==> config.mk <==
export PLATFORM = sky130hd
export DESIGN_NAME = wdo_watchdog_options
export DESIGN_NICKNAME = d
export VERILOG_FILES = /design/src/shared/wdo_pkg.sv /design/src/hdl/wdo_watchdog_options.sv
export VERILOG_INCLUDE_DIRS = /design/src /design/src/shared
export SDC_FILE = /design/constraint.sdc
export NUM_CORES = 1
export LEC_CHECK = 0
export BUFFER_PORTS_ARGS = -buffer_cell sky130_fd_sc_hd__buf_2
export CORE_MARGIN = 10
export CORE_UTILIZATION = 35
export CTS_BUF_LIST = sky130_fd_sc_hd__clkbuf_4 sky130_fd_sc_hd__clkbuf_8
export CTS_CLUSTER_DIAMETER = 200
export DETAILED_ROUTE_END_ITERATION = 16
export PLACE_DENSITY = 0.59
export SLEW_MARGIN = 20
export SYNTH_ARGS = -nofsm -noshare
export SYNTH_HDL_FRONTEND = slang
export SYNTH_SLANG_ARGS = --single-unit
==> constraint.sdc <==
create_clock -name sys_clk -period 5.5 [get_ports sys_clk]
set_clock_uncertainty 0.1 [all_clocks]
set_input_delay 0.275 -clock sys_clk [delete_from_list [all_inputs] [get_ports sys_clk]]
set_output_delay 0.275 -clock sys_clk [all_outputs]
set_load 0.01 [all_outputs]
==> src/shared/wdo_params.svh <==
`ifndef WDO_PARAMS_SVH
`define WDO_PARAMS_SVH

// register indices, byte address is four times the index
`define WDO_IDX_OPT2       16'h001e
`define WDO_IDX_OPT1       16'h001f
`define WDO_IDX_SERVICE    16'hffff
`define WDO_IDX_STATUS     16'h0020

// option latch two fields
`define WDO_B2_OSC_KEEP    0
`define WDO_B2_SER_CLK     1

// option latch one fields
`define WDO_B1_WD_DIS      0
`define WDO_B1_STOP_EN     1
`define WDO_B1_SHORT_REC   2
`define WDO_B1_VMODE       3
`define WDO_B1_LV_PWRD     4
`define WDO_B1_LV_RSTD     5
`define WDO_B1_LV_STOP     6
`define WDO_B1_WD_PERIOD   7

// status fields
`define WDO_BS_STATE       0
`define WDO_BS_OPT2_DONE   3
`define WDO_BS_OPT1_DONE   4
`define WDO_BS_VM_DONE     5
`define WDO_BS_WD_BLOCK    6
`define WDO_BS_RST_ACT     7

// reset values and fixed read values
`define WDO_OPT_RESET      8'h00
`define WDO_VECTOR_LOW     8'h00

// timing counts in oscillator cycles
`define WDO_LONG_PERIOD    18'h3_fff0
`define WDO_SHORT_PERIOD   18'h0_1ff0
`define WDO_REC_SHORT      13'h0020
`define WDO_REC_LONG       13'h1000
`define WDO_POR_DELAY      13'h1000
`define WDO_RST_PULSE      6'h20

// bus answers
`define WDO_RESP_OKAY      2'h0
`define WDO_RESP_SLVERR    2'h2

`endif

==> src/shared/wdo_pkg.sv <==
package wdo_pkg;

   typedef enum logic [2:0] {
      WDO_RUN     = 3'h1,
      WDO_STOP    = 3'h2,
      WDO_RECOVER = 3'h4
   } wdo_state_t;

   typedef logic [15:0] wdo_index_t;

endpackage

==> src/hdl/wdo_watchdog_options.sv <==
// Summary of operation
// [RULE1] each option latch takes one write after reset; reads allowed anytime
// [RULE2] any reset clears every option bit except the voltage-mode bit
// [RULE3] voltage-mode bit cleared and re-armed for one write only by power-on reset
// [RULE4] oscillator keep-alive bit keeps clocks running in stop mode
// [RULE5] serial clock select: 1 bus clock, 0 oscillator clock
// [RULE6] watchdog period select: 1 gives 8176 cycles, 0 gives 262128 cycles
// [RULE7] monitor stop-enable keeps monitor running in stop while powered
// [RULE8] monitor reset-disable blocks the monitor reset request
// [RULE9] monitor power-disable powers the monitor down
// [RULE10] voltage-mode bit selects 5 V trip points when 1, 3 V when 0
// [RULE11] short-recovery bit gives 32 cycle stop exit, else 4096
// [RULE12] stop exit through monitor reset always uses the long delay
// [RULE13] stop instruction with stop disabled is illegal and resets
// [RULE14] watchdog disable bit turns the watchdog off completely
// [RULE15] 6-bit counter behind 12-bit prescaler, overflow raises reset
// [RULE16] any write to service location clears counter and prescaler stages 12-5
// [RULE17] service location reads back the reset vector low byte
// [RULE18] overflow drives reset low 32 cycles and flags watchdog cause
// [RULE19] stop mode gates the watchdog clock and clears the prescaler
// [RULE20] prescaler cleared 4096 cycles after power-up; internal reset clears all
// [RULE21] test voltage or blank-vector monitor entry disables the watchdog
// [RULE22] watchdog keeps counting in wait mode
// [RULE23] later writes to a written option latch are ignored
//
// The AXI4-Lite slave port was left to the implementer.
`timescale 1ns/1ps
`include "wdo_params.svh"

module wdo_watchdog_options
   import wdo_pkg::*;
#(
   parameter logic [17:0] LONG_PERIOD = `WDO_LONG_PERIOD
) (
   // clock and power-on reset
   input  wire logic        sys_clk,
   input  wire logic        reset,
   // axi4-lite write
   input  wire logic [31:0] awaddr,
   input  wire logic        awvalid,
   output logic             awready,
   input  wire logic [31:0] wdata,
   input  wire logic [3:0]  wstrb,
   input  wire logic        wvalid,
   output logic             wready,
   output logic [1:0]       bresp,
   output logic             bvalid,
   input  wire logic        bready,
   // axi4-lite read
   input  wire logic [31:0] araddr,
   input  wire logic        arvalid,
   output logic             arready,
   output logic [31:0]      rdata,
   output logic [1:0]       rresp,
   output logic             rvalid,
   input  wire logic        rready,
   // cpu and system events
   input  wire logic        stopInstr,
   input  wire logic        wakeEvent,
   input  wire logic        otherResetReq,
   input  wire logic        lowvoltResetReq,
   // monitor and break conditions
   input  wire logic        monitorMode,
   input  wire logic        breakState,
   input  wire logic        testVoltOnRst,
   input  wire logic        testVoltOnIrq,
   input  wire logic        blankVectorEntry,
   // reset pin, open drain
   input  wire logic        rstPinIn,
   output logic             rstPinOut,
   output logic             rstPinOeN,
   // system controls
   output logic             systemReset,
   output logic             watchdogCauseSet,
   output logic             cpuClockRun,
   output logic             oscRunEnable,
   output logic             serialClockSel,
   output logic             lowvoltPowerOn,
   output logic             lowvoltRunEnable,
   output logic             lowvoltVoltageMode
);

   logic [31:0] awAddr_q;
   logic        awHeld_q;
   logic [7:0]  wData_q;
   logic        wStrb0_q;
   logic        wHeld_q;
   logic        bvalid_q;
   logic [1:0]  bresp_q;
   logic        rvalid_q;
   logic [31:0] rdata_q;
   logic [1:0]  rresp_q;

   logic [7:0]  opt1_q;
   logic [7:0]  opt2_q;
   logic        opt1Done_q;
   logic        opt2Done_q;
   logic        vm_q;
   logic        vmDone_q;
   logic        blank_q;

   logic [11:0] pre_q;
   logic [5:0]  cnt_q;
   logic [12:0] porCnt_q;
   logic        porDone_q;
   logic [5:0]  rstCnt_q;
   logic        wdCause_q;
   logic [12:0] recCnt_q;
   wdo_state_t  st_q;

   logic        doWrite;
   wdo_index_t  awIdx;
   wdo_index_t  arIdx;
   logic        awOk;
   logic        arOk;
   logic        wrOpt1;
   logic        wrOpt2;
   logic        wrService;
   logic        wrMapped;
   logic [31:0] rdNext;
   logic        rdErr;

   logic        rstActive;
   logic        resetEvent;
   logic        clearAll;
   logic        lowvoltRst;
   logic        illegalStop;
   logic        enterStop;
   logic        wdBlocked;
   logic        wdEnabled;
   logic        wdOverflow;
   logic        porClear;
   logic [17:0] elapsed;
   logic [17:0] period;

   // ---------------- bus slave ----------------
   assign awready = !awHeld_q && !bvalid_q;
   assign wready  = !wHeld_q && !bvalid_q;
   assign doWrite = awHeld_q && wHeld_q && !bvalid_q;
   assign bvalid  = bvalid_q;
   assign bresp   = bresp_q;
   assign arready = !rvalid_q;
   assign rvalid  = rvalid_q;
   assign rdata   = rdata_q;
   assign rresp   = rresp_q;

   assign awIdx = awAddr_q[17:2];
   assign arIdx = araddr[17:2];
   assign awOk  = (awAddr_q[31:18] == 14'h0000) && (awAddr_q[1:0] == 2'h0);
   assign arOk  = (araddr[31:18] == 14'h0000) && (araddr[1:0] == 2'h0);

   assign wrOpt1    = doWrite && awOk && (awIdx == `WDO_IDX_OPT1);
   assign wrOpt2    = doWrite && awOk && (awIdx == `WDO_IDX_OPT2);
   assign wrService = doWrite && awOk && (awIdx == `WDO_IDX_SERVICE);
   assign wrMapped  = wrOpt1 || wrOpt2 || wrService ||
                      (doWrite && awOk && (awIdx == `WDO_IDX_STATUS));

   // address and data may arrive in either order
   always_ff @(posedge sys_clk) begin
      if (reset) begin
         awHeld_q <= 1'b0;
         awAddr_q <= 32'h0000_0000;
      end else if (awvalid && awready) begin
         awHeld_q <= 1'b1;
         awAddr_q <= awaddr;
      end else if (doWrite) begin
         awHeld_q <= 1'b0;
      end
   end

   always_ff @(posedge sys_clk) begin
      if (reset) begin
         wHeld_q  <= 1'b0;
         wData_q  <= 8'h00;
         wStrb0_q <= 1'b0;
      end else if (wvalid && wready) begin
         wHeld_q  <= 1'b1;
         wData_q  <= wdata[7:0];
         wStrb0_q <= wstrb[0];
      end else if (doWrite) begin
         wHeld_q <= 1'b0;
      end
   end

   always_ff @(posedge sys_clk) begin
      if (reset) begin
         bvalid_q <= 1'b0;
         bresp_q  <= `WDO_RESP_OKAY;
      end else if (doWrite) begin
         bvalid_q <= 1'b1;
         bresp_q  <= wrMapped ? `WDO_RESP_OKAY : `WDO_RESP_SLVERR;
      end else if (bready) begin
         bvalid_q <= 1'b0;
      end
   end

   // reads never disturb any state
   always_comb begin
      rdNext = 32'h0000_0000;
      rdErr  = 1'b0;
      if (!arOk) begin
         rdErr = 1'b1;
      end else begin
         case (arIdx)
            `WDO_IDX_OPT1: begin
               rdNext[7:0]           = opt1_q; // [RULE1]
               rdNext[`WDO_B1_VMODE] = vm_q;
            end
            `WDO_IDX_OPT2: begin
               rdNext[7:0] = opt2_q; // [RULE1]
            end
            `WDO_IDX_SERVICE: begin
               rdNext[7:0] = `WDO_VECTOR_LOW; // [RULE17]
            end
            `WDO_IDX_STATUS: begin
               rdNext[`WDO_BS_STATE +: 3]  = st_q;
               rdNext[`WDO_BS_OPT2_DONE]   = opt2Done_q;
               rdNext[`WDO_BS_OPT1_DONE]   = opt1Done_q;
               rdNext[`WDO_BS_VM_DONE]     = vmDone_q;
               rdNext[`WDO_BS_WD_BLOCK]    = wdBlocked;
               rdNext[`WDO_BS_RST_ACT]     = rstActive;
            end
            default: begin
               rdErr = 1'b1;
            end
         endcase
      end
   end

   always_ff @(posedge sys_clk) begin
      if (reset) begin
         rvalid_q <= 1'b0;
         rdata_q  <= 32'h0000_0000;
         rresp_q  <= `WDO_RESP_OKAY;
      end else if (arvalid && arready) begin
         rvalid_q <= 1'b1;
         rdata_q  <= rdNext;
         rresp_q  <= rdErr ? `WDO_RESP_SLVERR : `WDO_RESP_OKAY;
      end else if (rready) begin
         rvalid_q <= 1'b0;
      end
   end

   // ---------------- reset sequencing ----------------
   assign rstActive   = (rstCnt_q != 6'h00);
   assign lowvoltRst  = lowvoltResetReq && !opt1_q[`WDO_B1_LV_RSTD]; // [RULE8]
   assign illegalStop = stopInstr && (st_q == WDO_RUN) && !rstActive &&
                        !opt1_q[`WDO_B1_STOP_EN]; // [RULE13]
   assign enterStop   = stopInstr && (st_q == WDO_RUN) && !rstActive &&
                        opt1_q[`WDO_B1_STOP_EN];
   // pin sensed low only counts when it is not our own drive
   assign resetEvent  = wdOverflow || illegalStop || lowvoltRst || otherResetReq ||
                        (!rstPinIn && !rstActive);
   assign clearAll    = resetEvent || rstActive;

   // every internal source stretches to a fixed pin pulse
   always_ff @(posedge sys_clk) begin
      if (reset) begin
         rstCnt_q <= 6'h00;
      end else if (resetEvent) begin
         rstCnt_q <= `WDO_RST_PULSE; // [RULE18]
      end else if (rstActive) begin
         rstCnt_q <= rstCnt_q - 6'h01;
      end
   end

   always_ff @(posedge sys_clk) begin
      if (reset) begin
         wdCause_q <= 1'b0;
      end else begin
         wdCause_q <= wdOverflow; // [RULE18]
      end
   end

   assign rstPinOut        = 1'b0;
   assign rstPinOeN        = !rstActive;
   assign systemReset      = reset || rstActive;
   assign watchdogCauseSet = wdCause_q;

   // ---------------- option latches ----------------
   always_ff @(posedge sys_clk) begin
      if (reset || clearAll) begin
         opt1_q     <= `WDO_OPT_RESET; // [RULE2]
         opt1Done_q <= 1'b0;
      end else if (wrOpt1 && wStrb0_q && !opt1Done_q) begin
         opt1_q                <= wData_q; // [RULE1]
         opt1_q[`WDO_B1_VMODE] <= 1'b0;
         opt1Done_q            <= 1'b1; // [RULE23]
      end
   end

   always_ff @(posedge sys_clk) begin
      if (reset || clearAll) begin
         opt2_q     <= `WDO_OPT_RESET; // [RULE2]
         opt2Done_q <= 1'b0;
      end else if (wrOpt2 && wStrb0_q && !opt2Done_q) begin
         opt2_q     <= wData_q; // [RULE1]
         opt2Done_q <= 1'b1; // [RULE23]
      end
   end

   // voltage mode survives internal resets, so a mis-set value sticks until power-up
   always_ff @(posedge sys_clk) begin
      if (reset) begin
         vm_q     <= 1'b0; // [RULE3]
         vmDone_q <= 1'b0;
      end else if (wrOpt1 && wStrb0_q && !vmDone_q && !clearAll) begin
         vm_q     <= wData_q[`WDO_B1_VMODE]; // [RULE3]
         vmDone_q <= 1'b1;
      end
   end

   // ---------------- watchdog ----------------
   always_ff @(posedge sys_clk) begin
      if (reset) begin
         blank_q <= 1'b0;
      end else if (blankVectorEntry && !testVoltOnIrq) begin
         blank_q <= 1'b1; // [RULE21]
      end
   end

   assign wdBlocked = (monitorMode && (testVoltOnRst || testVoltOnIrq)) ||
                      (breakState && testVoltOnRst) || blank_q; // [RULE21]
   // wait mode has no term here, so counting carries on while waiting
   assign wdEnabled = !opt1_q[`WDO_B1_WD_DIS] && !wdBlocked && porDone_q &&
                      (st_q != WDO_STOP) && !rstActive; // [RULE14] [RULE19] [RULE22]
   assign period    = opt1_q[`WDO_B1_WD_PERIOD] ? `WDO_SHORT_PERIOD : LONG_PERIOD; // [RULE6]
   assign elapsed   = {cnt_q, pre_q};
   assign wdOverflow = wdEnabled && (elapsed == period - 18'h0_0001); // [RULE15]
   assign porClear  = !porDone_q && (porCnt_q == `WDO_POR_DELAY - 13'h0001);

   always_ff @(posedge sys_clk) begin
      if (reset) begin
         porCnt_q  <= 13'h0000;
         porDone_q <= 1'b0;
      end else if (!porDone_q) begin
         porCnt_q  <= porCnt_q + 13'h0001;
         porDone_q <= porClear;
      end
   end

   always_ff @(posedge sys_clk) begin
      if (reset || clearAll) begin
         pre_q <= 12'h000; // [RULE20]
         cnt_q <= 6'h00;
      end else if (enterStop || porClear) begin
         pre_q <= 12'h000; // [RULE19] [RULE20]
      end else if (wrService) begin
         cnt_q      <= 6'h00; // [RULE16]
         pre_q[11:4] <= 8'h00;
      end else if (wdEnabled) begin
         {cnt_q, pre_q} <= elapsed + 18'h0_0001; // [RULE15]
      end
   end

   // ---------------- stop mode and recovery ----------------
   always_ff @(posedge sys_clk) begin
      if (reset) begin
         st_q     <= WDO_RUN;
         recCnt_q <= 13'h0000;
      end else if (resetEvent) begin
         // a monitor reset while stopped still pays the long recovery
         st_q     <= (st_q == WDO_STOP && lowvoltRst) ? WDO_RECOVER : WDO_RUN; // [RULE12]
         recCnt_q <= `WDO_REC_LONG; // [RULE12]
      end else begin
         case (st_q)
            WDO_RUN: begin
               if (enterStop) begin
                  st_q <= WDO_STOP;
               end
            end
            WDO_STOP: begin
               if (wakeEvent) begin
                  st_q     <= WDO_RECOVER;
                  recCnt_q <= opt1_q[`WDO_B1_SHORT_REC] ?
                              `WDO_REC_SHORT : `WDO_REC_LONG; // [RULE11]
               end
            end
            WDO_RECOVER: begin
               if (recCnt_q == 13'h0001) begin
                  st_q <= WDO_RUN;
               end
               recCnt_q <= recCnt_q - 13'h0001;
            end
            default: begin
               st_q <= WDO_RUN;
            end
         endcase
      end
   end

   assign cpuClockRun        = (st_q == WDO_RUN) && !rstActive;
   assign oscRunEnable       = (st_q != WDO_STOP) || opt2_q[`WDO_B2_OSC_KEEP]; // [RULE4]
   assign serialClockSel     = opt2_q[`WDO_B2_SER_CLK]; // [RULE5]
   assign lowvoltPowerOn     = !opt1_q[`WDO_B1_LV_PWRD]; // [RULE9]
   assign lowvoltRunEnable   = !opt1_q[`WDO_B1_LV_PWRD] &&
                               ((st_q != WDO_STOP) || opt1_q[`WDO_B1_LV_STOP]); // [RULE7]
   assign lowvoltVoltageMode = vm_q; // [RULE10]
endmodule

==> results of run 1 <==
[where the power goes]
part	switching [mW]	internal [mW]
Clock	0.376	0.411
Sequential	0.0223	0.970
Combinational	0.117	0.0907
Total	0.516	1.47
[final cells by class]
cell class / count / area, µm²
inverter: 17 / 63.81
fill: 1766 / 9618
tap: 225 / 281.5
sequential: 130 / 2603
clock inverter: 8 / 78.83
timing repair buffer: 161 / 1039
antenna: 1 / 2.502
multi-input combinational: 562 / 3187
clock buffer: 23 / 304.0
[registers in the layout, summed over array words and instances, names as in the netlist, 3 cells and up]
signal    flops
awAddr_q     32
porCnt_q     13
recCnt_q     13
pre_q        12
opt2_q        8
rdata         8
wData_q       8
opt1_q        7
cnt_q         6
rstCnt_q      6
st_q          3
[timing repair]
action | in CTS | in global routing
setup buffers | 0 | 0
endpoints found under the hold margin | 44 | 0
hold buffers | 45 | 0
resized for setup | 0 | 0
[final timing paths]
check	start	to	cells past startpoint
worst min register to register	awAddr_q[27]	awAddr_q[27]	2
worst max-delay path	rstCnt_q[0]	rstCnt_q[1]	8
worst min-delay path	testVoltOnIrq	blank_q	4
worst max register to register	rstCnt_q[0]	rstCnt_q[1]	8
[metal layers]
metal | track usage | vias up
met2 | 0.2117 | 129
met1 | 0.1808 | 2516
li1 | - | 2861
met5 | 0 | -
met3 | 0.04990 | 21
met4 | 0.04862 | 0
[cells in the mapped netlist, types with 3 or more instances]
cell type,count
and2_1,7
a21o_1,10
a21oi_1,74
or4_1,10
a31oi_1,6
inv_1,16
nor4_1,14
mux2i_1,17
nor2b_1,5
xnor2_1,14
nand2b_1,4
o211ai_1,4
a41oi_1,3
ha_1,6
nand3_1,22
nand3b_1,4
or2_2,4
clkbuf_1,20
and3_1,5
buf_2,7
nand4_1,14
buf_4,27
or3_1,13
o311ai_0,3
dfxtp_1,130
nor3_1,23
nor2_2,8
a22oi_1,8
o21ai_0,22
nor2_1,66
xor2_1,10
nand2_1,118
[kinds of logic (layout without fill, tap and decap cells)]
group | Yosys count | in the layout
simple gates | 340 | 340
fa+ha+maj | 6 | 6
flops | 130 | 130
mux | 18 | 18
xor+xnor | 24 | 24
other cells | 1 | 28
compound gates | 147 | 147
buf+inv | 73 | 209
[worst reg2reg max path, delay by kind of cell, from the launching register on]
kind / cells / cell delay (ps)
AO/OA/AOI/OAI: 3 / 1060
adder cells (fa/ha/maj): 1 / 240
buffers and inverters: 2 / 390
flip-flops: 1 / 330
AND/OR/NAND/NOR: 2 / 700
==> results_dict.tcl, run 1 <==
set metrics [dict create \
    vias_per_cell 4.904 \
    crit_family "compound AO/OA/AOI/OAI gates" \
    place_ws_ps 2581 \
    drtIter0Drc 236 \
    clkTransAtPathRegs_ps 70 \
    cts.path.max_buffers 2 \
    cp-end-kind "flop" \
    track_usage 0.1401 \
    layout_commonest_cell "dfxtp_1" \
    slowest_delay_ps 500 \
    powerDensity_mw_per_mm2 263.0 \
    cts_sinks 130 \
    port_buffers 113 \
    critPathArrivalTime_ps 3170 \
    final-instance-count-excl-fill 1127 \
    timing.fmax_mhz 344.5 \
    drt_pre_antenna_iters 4 \
    crit_chain "inv_1 > ha_1 > nand2_2 > clkinv_1 > a211o_1 > a21oi_1 > nand2b_1 > a211oi_1" \
    wl_met1_um 7558 \
    synthArstFlopShare 0 \
    grt_pass1_wl_um 25920 \
    slew_headroom 0.2792 \
    setup_viol 0 \
    r2r_setup_slack_ps 2600 \
    placed_cell_area_mm2 0.006713 \
    grt_pass1_vias 5283 \
    synth_cell_types 67 \
    final_cell_mix "130 x dfxtp_1, 117 x nand2_1, 113 x buf_2" \
    rsz0062_at_grt "no" \
    synth_compound_area_frac 0.1454 \
    hold_slack_ps 36.45 \
    post-dp-hpwl_um 11480 \
    yosysSeqAreaShare 0.4285 \
    status "finished, final reports clean" \
    core_region_area_mm2 0.01718 \
    slew_viol_final 0 \
    ios 168 \
    crit_required_ps 5770 \
    dr_total_vias 5527 \
    path_buf_inv 2 \
    synth_fa_ha_area_frac 0.01236 \
    finalInstanceArea_mm2 0.007559 \
    die_h_um 151.7 \
    setup_tns_ps 0 \
    area_growth_pct 24.45 \
    finalWorstSetupSlack_ps 2597 \
    synthMuxAreaShare 0.02987 \
    synth.area.top_cells "dfxtp_1 43%, nand2_1 7.3%, a21oi_1 6.1%, nor2_1 4.1%, buf_4 3.3%" \
    grt_overflow 0 \
    synth.top_cell.area_share 0.4285 \
    top_layer_used "met4" \
    dpl.cell_count 1050 \
    syn_area_mm2 0.006073 \
    hold_violations 0 \
    clk_latency_ps 460 \
    ant_nets 0 \
    cts_tree "yes" \
    ys_seq_elements 130 \
    synth_top_flop_cell "dfxtp_1" \
    period_needed_ps 2903 \
    yosys.area.top_type "dfxtp_1" \
    cts_made_buffers 17 \
    grt_max_degree 40 \
    synthCells 739 \
    final_core_util 0.4401 \
    synth_top_family_by_area "simple AND/OR/NAND/NOR gates" \
    synthSimpleGateAreaFrac 0.2841 \
    critical_path_class "flop to flop" \
    avgSynthCellArea_um2 8.218 \
    synthXorXnorAreaFrac 0.03461 \
    path_max_fanout 18 \
    wirelength_um 16100 \
    synth-edff-count 0 \
    gp_congestion 0.7824 \
    dieArea_mm2 0.02302 \
    post-route-drc-count 0 \
    route.met2.wl_um 7332 \
    initial_core_util 0.3536 \
    tightestPinTransition_ps 1073 \
    finalCritPeriodShare 0.5278 \
    antenna_found_initial 0 \
    hold_path.class "primary input to flop" \
    htree_levels 4 \
    start_kind "flop" \
    wl_met3_um 984 \
    yosys_warnings 0 \
    p_leak_nw 2.855 \
    die_w_um 151.7 \
    ir_drop_v 0.0001887 \
    cp_slowest_cell "nand2b_1" \
    wl_per_cell_um 14.29 \
    drv_cap 0 \
    cts_root_buffer "clkbuf_8" \
    num_rows 48 \
    total_power_mw 1.988 \
    final_nets 1012 \
    drive_above_1_share 0.1964 \
]
Power figures use the tool's default switching activity.
==> run 2: changes to the inputs <==
- clock period: 5.5 -> 2.89 ns (I/O delays scaled with it)
==> results_dict.tcl, run 2 (same netlist as run 1, synthesis figures left out) <==
set metrics [dict create \
    status "finished, final reports clean" \
    powerDensity_mw_per_mm2 512.5 \
    setup_tns_ps 0 \
    rsz0062_at_grt "no" \
    cp-end-kind "flop" \
    core_region_area_mm2 0.01718 \
    area_growth_pct 28.02 \
    drt_pre_antenna_iters 4 \
    antenna_cells 0 \
    p_leak_nw 2.988 \
    drive_above_1_share 0.2059 \
    antenna_found_initial 0 \
    track_usage 0.1397 \
    ios 168 \
    clkTransAtPathRegs_ps 70 \
    final_core_util 0.4527 \
    cts_made_buffers 17 \
    cp_slowest_cell "or4_1" \
    r2r_cells 6 \
    slew_viol_final 0 \
    top_register "awAddr_q" \
    path_common_cell "or3_1" \
    dieArea_mm2 0.02302 \
    ant_nets 0 \
    dr_total_vias 5618 \
    num_rows 48 \
    crit_chain "or4_1 > or3_1 > or3_1 > nand2_1 > or2_1 > o21ba_2" \
    die_h_um 151.7 \
    tightestPinTransition_ps 667.6 \
    reg2reg_to "pre_q[10]" \
    hold_buffers 52 \
    hold_path.class "primary input to flop" \
    htree_levels 4 \
    start_kind "flop" \
    post-dp-hpwl_um 11850 \
    grt_pass1_wl_um 26170 \
    p_clk_frac 0.421 \
    final_cell_mix "130 x dfxtp_1, 118 x nand2_1, 113 x buf_2" \
    slew_headroom 0.5533 \
    finalWorstSetupSlack_ps 325.7 \
    final-instance-count-excl-fill 1148 \
    cts_root_buffer "clkbuf_8" \
    seq_power_share 0.474 \
    hold_violations 0 \
    die_w_um 151.7 \
    critical_path_class "flop to flop" \
    gp_congestion 0.7742 \
    dpl.cell_count 1065 \
    cts-resized-gates 0 \
    netSwitchingFraction 0.2422 \
    final_nets 1034 \
    drv_cap 0 \
    period_needed_ps 2564 \
    min_path_cells 5 \
    clk_latency_ps 440 \
    largest_reg_flops 32 \
    min-delay-start "araddr[27]" \
    port_buffers 113 \
    grt_max_degree 44 \
    whs_endpoint "rresp[1]" \
    reg.largest.list "awAddr_q: 32 flops, porCnt_q: 13 flops, recCnt_q: 13 flops" \
    r2r_setup_slack_ps 330 \
    initial_core_util 0.3536 \
    cts_setup_buffers 0 \
    path_max_fanout 8 \
    crit_required_ps 3130 \
    cts_tree "yes" \
    setup_viol 0 \
    cts_sinks 130 \
    power.internal_mw 3.020 \
    timing.fmax_mhz 390.0 \
    critPathArrivalTime_ps 2800 \
    place_ws_ps 331.0 \
    switchingPower_uw 965.2 \
    hold_slack_ps 34.03 \
    finalCritPeriodShare 0.8873 \
    slowest_delay_ps 580 \
    post-route-drc-count 0 \
    cts.path.max_buffers 2 \
    combPwrFrac 0.105 \
    wl_per_cell_um 14.21 \
    grt_overflow 0 \
    grt_pass1_vias 5325 \
    regToRegStartpoint "awAddr_q[23]" \
    layout_commonest_cell "dfxtp_1" \
    wirelength_um 16310 \
    drtIter0Drc 238 \
    vias_per_cell 4.894 \
    ir_drop_v 0.0003488 \
]
==> run 2: worst max-delay path: cells and delay by family, from the launching register on <==
kind / cells / cell delay (ps)
flops: 1 / 310
compound gates: 1 / 200
simple gates: 5 / 1860
==> run 2: worst max path at each step <==
| stage | start | to | slack (ps) | cells after the start |
|---|---|---|---|---|
| after floorplan | awAddr_q[19] | opt2_q[0] | 530 | 6 |
| after global placement | awAddr_q[19] | pre_q[10] | 330 | 6 |
| after detailed placement | awAddr_q[19] | pre_q[10] | 330 | 6 |
| after CTS | rstCnt_q[0] | pre_q[10] | 320 | 8 |
| after global routing | awAddr_q[12] | opt2_q[0] | 150 | 7 |
| final | awAddr_q[23] | pre_q[10] | 330 | 6 |
==> run 2: power by group through the flow <==
stage	clock network, mW	logic, mW	registers [mW]
2_1_floorplan	0	0.245	1.92
3_3_place_gp	0	0.360	1.93
3_5_place_dp	0	0.362	1.93
4_1_cts	1.74	0.419	1.89
5_1_grt	1.81	0.471	1.89
6_report	1.68	0.418	1.89
==> run 2: cell type report <==
| class | instances | area, µm² |
|---|---|---|
| clock buffers | 20 | 269.0 |
| clock inverters | 11 | 160.2 |
| fillers | 1743 | 9402 |
| inverters | 17 | 63.81 |
| multi-input cells | 562 | 3177 |
| flip-flops and latches | 130 | 2603 |
| well taps | 225 | 281.5 |
| repair buffers | 183 | 1221 |
==> run 2: routing by layer <==
layer,vias up,GRT usage,routed length [µm]
met2,112,0.2237,7667
met4,0,0.03575,138
met5,-,0,0
li1,2896,-,-
met1,2596,0.1767,7495
met3,14,0.04663,1010
==> run 2: per-stage QoR <==
step                instance area, µm²  power (mW)
floorplan                         6171       2.164
global placement                  6825       2.287
detailed placement                6825       2.291
CTS                               7775       4.043
global route                      7775       4.175
finish                            7775       3.985
==> run 3: changes to the inputs <==
--- a/config.mk
+++ b/config.mk
@@ -14,4 +14,5 @@
 export DETAILED_ROUTE_END_ITERATION = 16
 export PLACE_DENSITY = 0.59
+export SETUP_SLACK_MARGIN = 0.15
 export SLEW_MARGIN = 20
 export SYNTH_ARGS = -nofsm -noshare
==> constraint.sdc (replaced) <==
create_clock -name sys_clk -period 2.89 [get_ports sys_clk]
set_clock_uncertainty 0.1 [all_clocks]
set_input_delay 0.867 -clock sys_clk [delete_from_list [all_inputs] [get_ports sys_clk]]
set_output_delay 0.867 -clock sys_clk [all_outputs]
set_load 0.01 [all_outputs]
==> results_dict.tcl, run 3 (same netlist as run 1, synthesis figures left out) <==
set metrics [dict create \
    status "finished, final reports clean" \
    fillers 1801 \
    dieArea_mm2 0.02302 \
    start_kind "flop" \
    finalCritPeriodShare 0.9113 \
    track_usage 0.1321 \
    post-route-drc-count 0 \
    total_power_mw 3.816 \
    clk_latency_ps 440 \
    hold_buffers 0 \
    min_path_cells 2 \
    clkTransAtPathRegs_ps 80 \
    die_w_um 151.7 \
    num_rows 48 \
    grt_max_degree 39 \
    vias_per_cell 4.897 \
    reg.largest.list "awAddr_q: 32 flops, porCnt_q: 13 flops, recCnt_q: 13 flops" \
    cts.path.max_buffers 2 \
    initial_core_util 0.3536 \
    timing.fmax_mhz 379.7 \
    grt_overflow 0 \
    port_buffers 113 \
    gp_congestion 0.7797 \
    final_cell_mix "129 x dfxtp_1, 118 x nand2_1, 113 x buf_2" \
    antenna_found_initial 1 \
    cts_sinks 130 \
    r2r_cells 6 \
    ir_drop_v 0.0003441 \
    ant_nets 0 \
    antenna_cells 0 \
    cts_made_buffers 17 \
    htree_levels 4 \
    largest_reg_flops 32 \
    hold_path.class "flop to flop" \
    tightestPinTransition_ps 613.1 \
    layout_commonest_cell "dfxtp_1" \
    die_h_um 151.7 \
    critPathArrivalTime_ps 1670 \
    drtIter0Drc 195 \
    path_max_fanout 7 \
    core_region_area_mm2 0.01718 \
    setup_tns_ps 0 \
    post-dp-hpwl_um 11730 \
    wl_per_cell_um 14.07 \
    dr_total_vias 5401 \
    crit_required_ps 1920 \
    wirelength_um 15520 \
    top_register "awAddr_q" \
    placed_cell_area_mm2 0.006875 \
    drt_pre_antenna_iters 5 \
    drv_cap 0 \
    cp-end-kind "output pin" \
    period_needed_ps 2634 \
    rsz0062_at_grt "no" \
    hold_slack_ps 357.0 \
    cts_tree "yes" \
    slew_viol_final 0 \
    p_leak_nw 2.777 \
    grt_pass1_wl_um 24770 \
    final_nets 988 \
    powerDensity_mw_per_mm2 522.7 \
    hold_violations 0 \
    setup_viol 0 \
    drive_above_1_share 0.2267 \
    slew_headroom 0.5898 \
    grt_pass1_vias 5084 \
    ios 168 \
    finalInstanceArea_mm2 0.007300 \
    critical_path_class "flop to output pin" \
    cts_root_buffer "clkbuf_8" \
    area_growth_pct 20.19 \
]
run 3: critical path, cell delays in order, from the launching register on:
cell,delay (ps)
dfxtp_1,370
or3b_4,440
or2_2,280
buf_2,150
run 3: path summary, 6_finish.rpt:
| kind | from | end | slack, ps |
|---|---|---|---|
| hold reg to reg | awAddr_q[23] | awAddr_q[23] | 360 |
| setup reg to reg | awAddr_q[23] | pre_q[10] | 350 |
| setup / recovery | st_q[2] | oscRunEnable | 260 |
| hold / removal | awAddr_q[23] | awAddr_q[23] | 360 |
run 3: cell type report:
class	count	area, µm²	area share
Clock buffer	18	241.5	0.03308
Clock inverter	14	157.7	0.02160
Inverter	17	66.31	0.009085
Multi-Input combinational cell	562	3191	0.4371
Sequential cell	130	2604	0.3567
Tap cell	225	281.5	0.03857
Timing Repair Buffer	137	758.2	0.1039
run 3: repair_timing:
item,4_1_cts,5_1_grt
buffers inserted,0,1
resized for setup,3,3
cloned,0,0
setup endpoints to repair,3,3
pin swaps,0,1
run 3: power by group:
group	switching (mW)	internal, mW
combinational	0.216	0.153
sequential	0.0426	1.85
clock	0.773	0.785
run 3: metal layers:
layer,GRT usage,vias to the layer above,wire length (µm)
met5,0,-,0
met4,0.04766,0,245
met3,0.03831,17,925
met2,0.2023,115,7080
met1,0.1727,2458,7267
li1,-,2811,-
run 3: per-stage QoR:
stage	worst slack, ps	std cells	utilization
2_1_floorplan	271.3	765	-
3_3_place_gp	256.4	1070	0.4003
3_5_place_dp	220.4	1070	0.4003
4_1_cts	147.0	1102	0.4239
5_1_grt	178.2	1103	0.4250
6_report	256.3	1103	0.4250
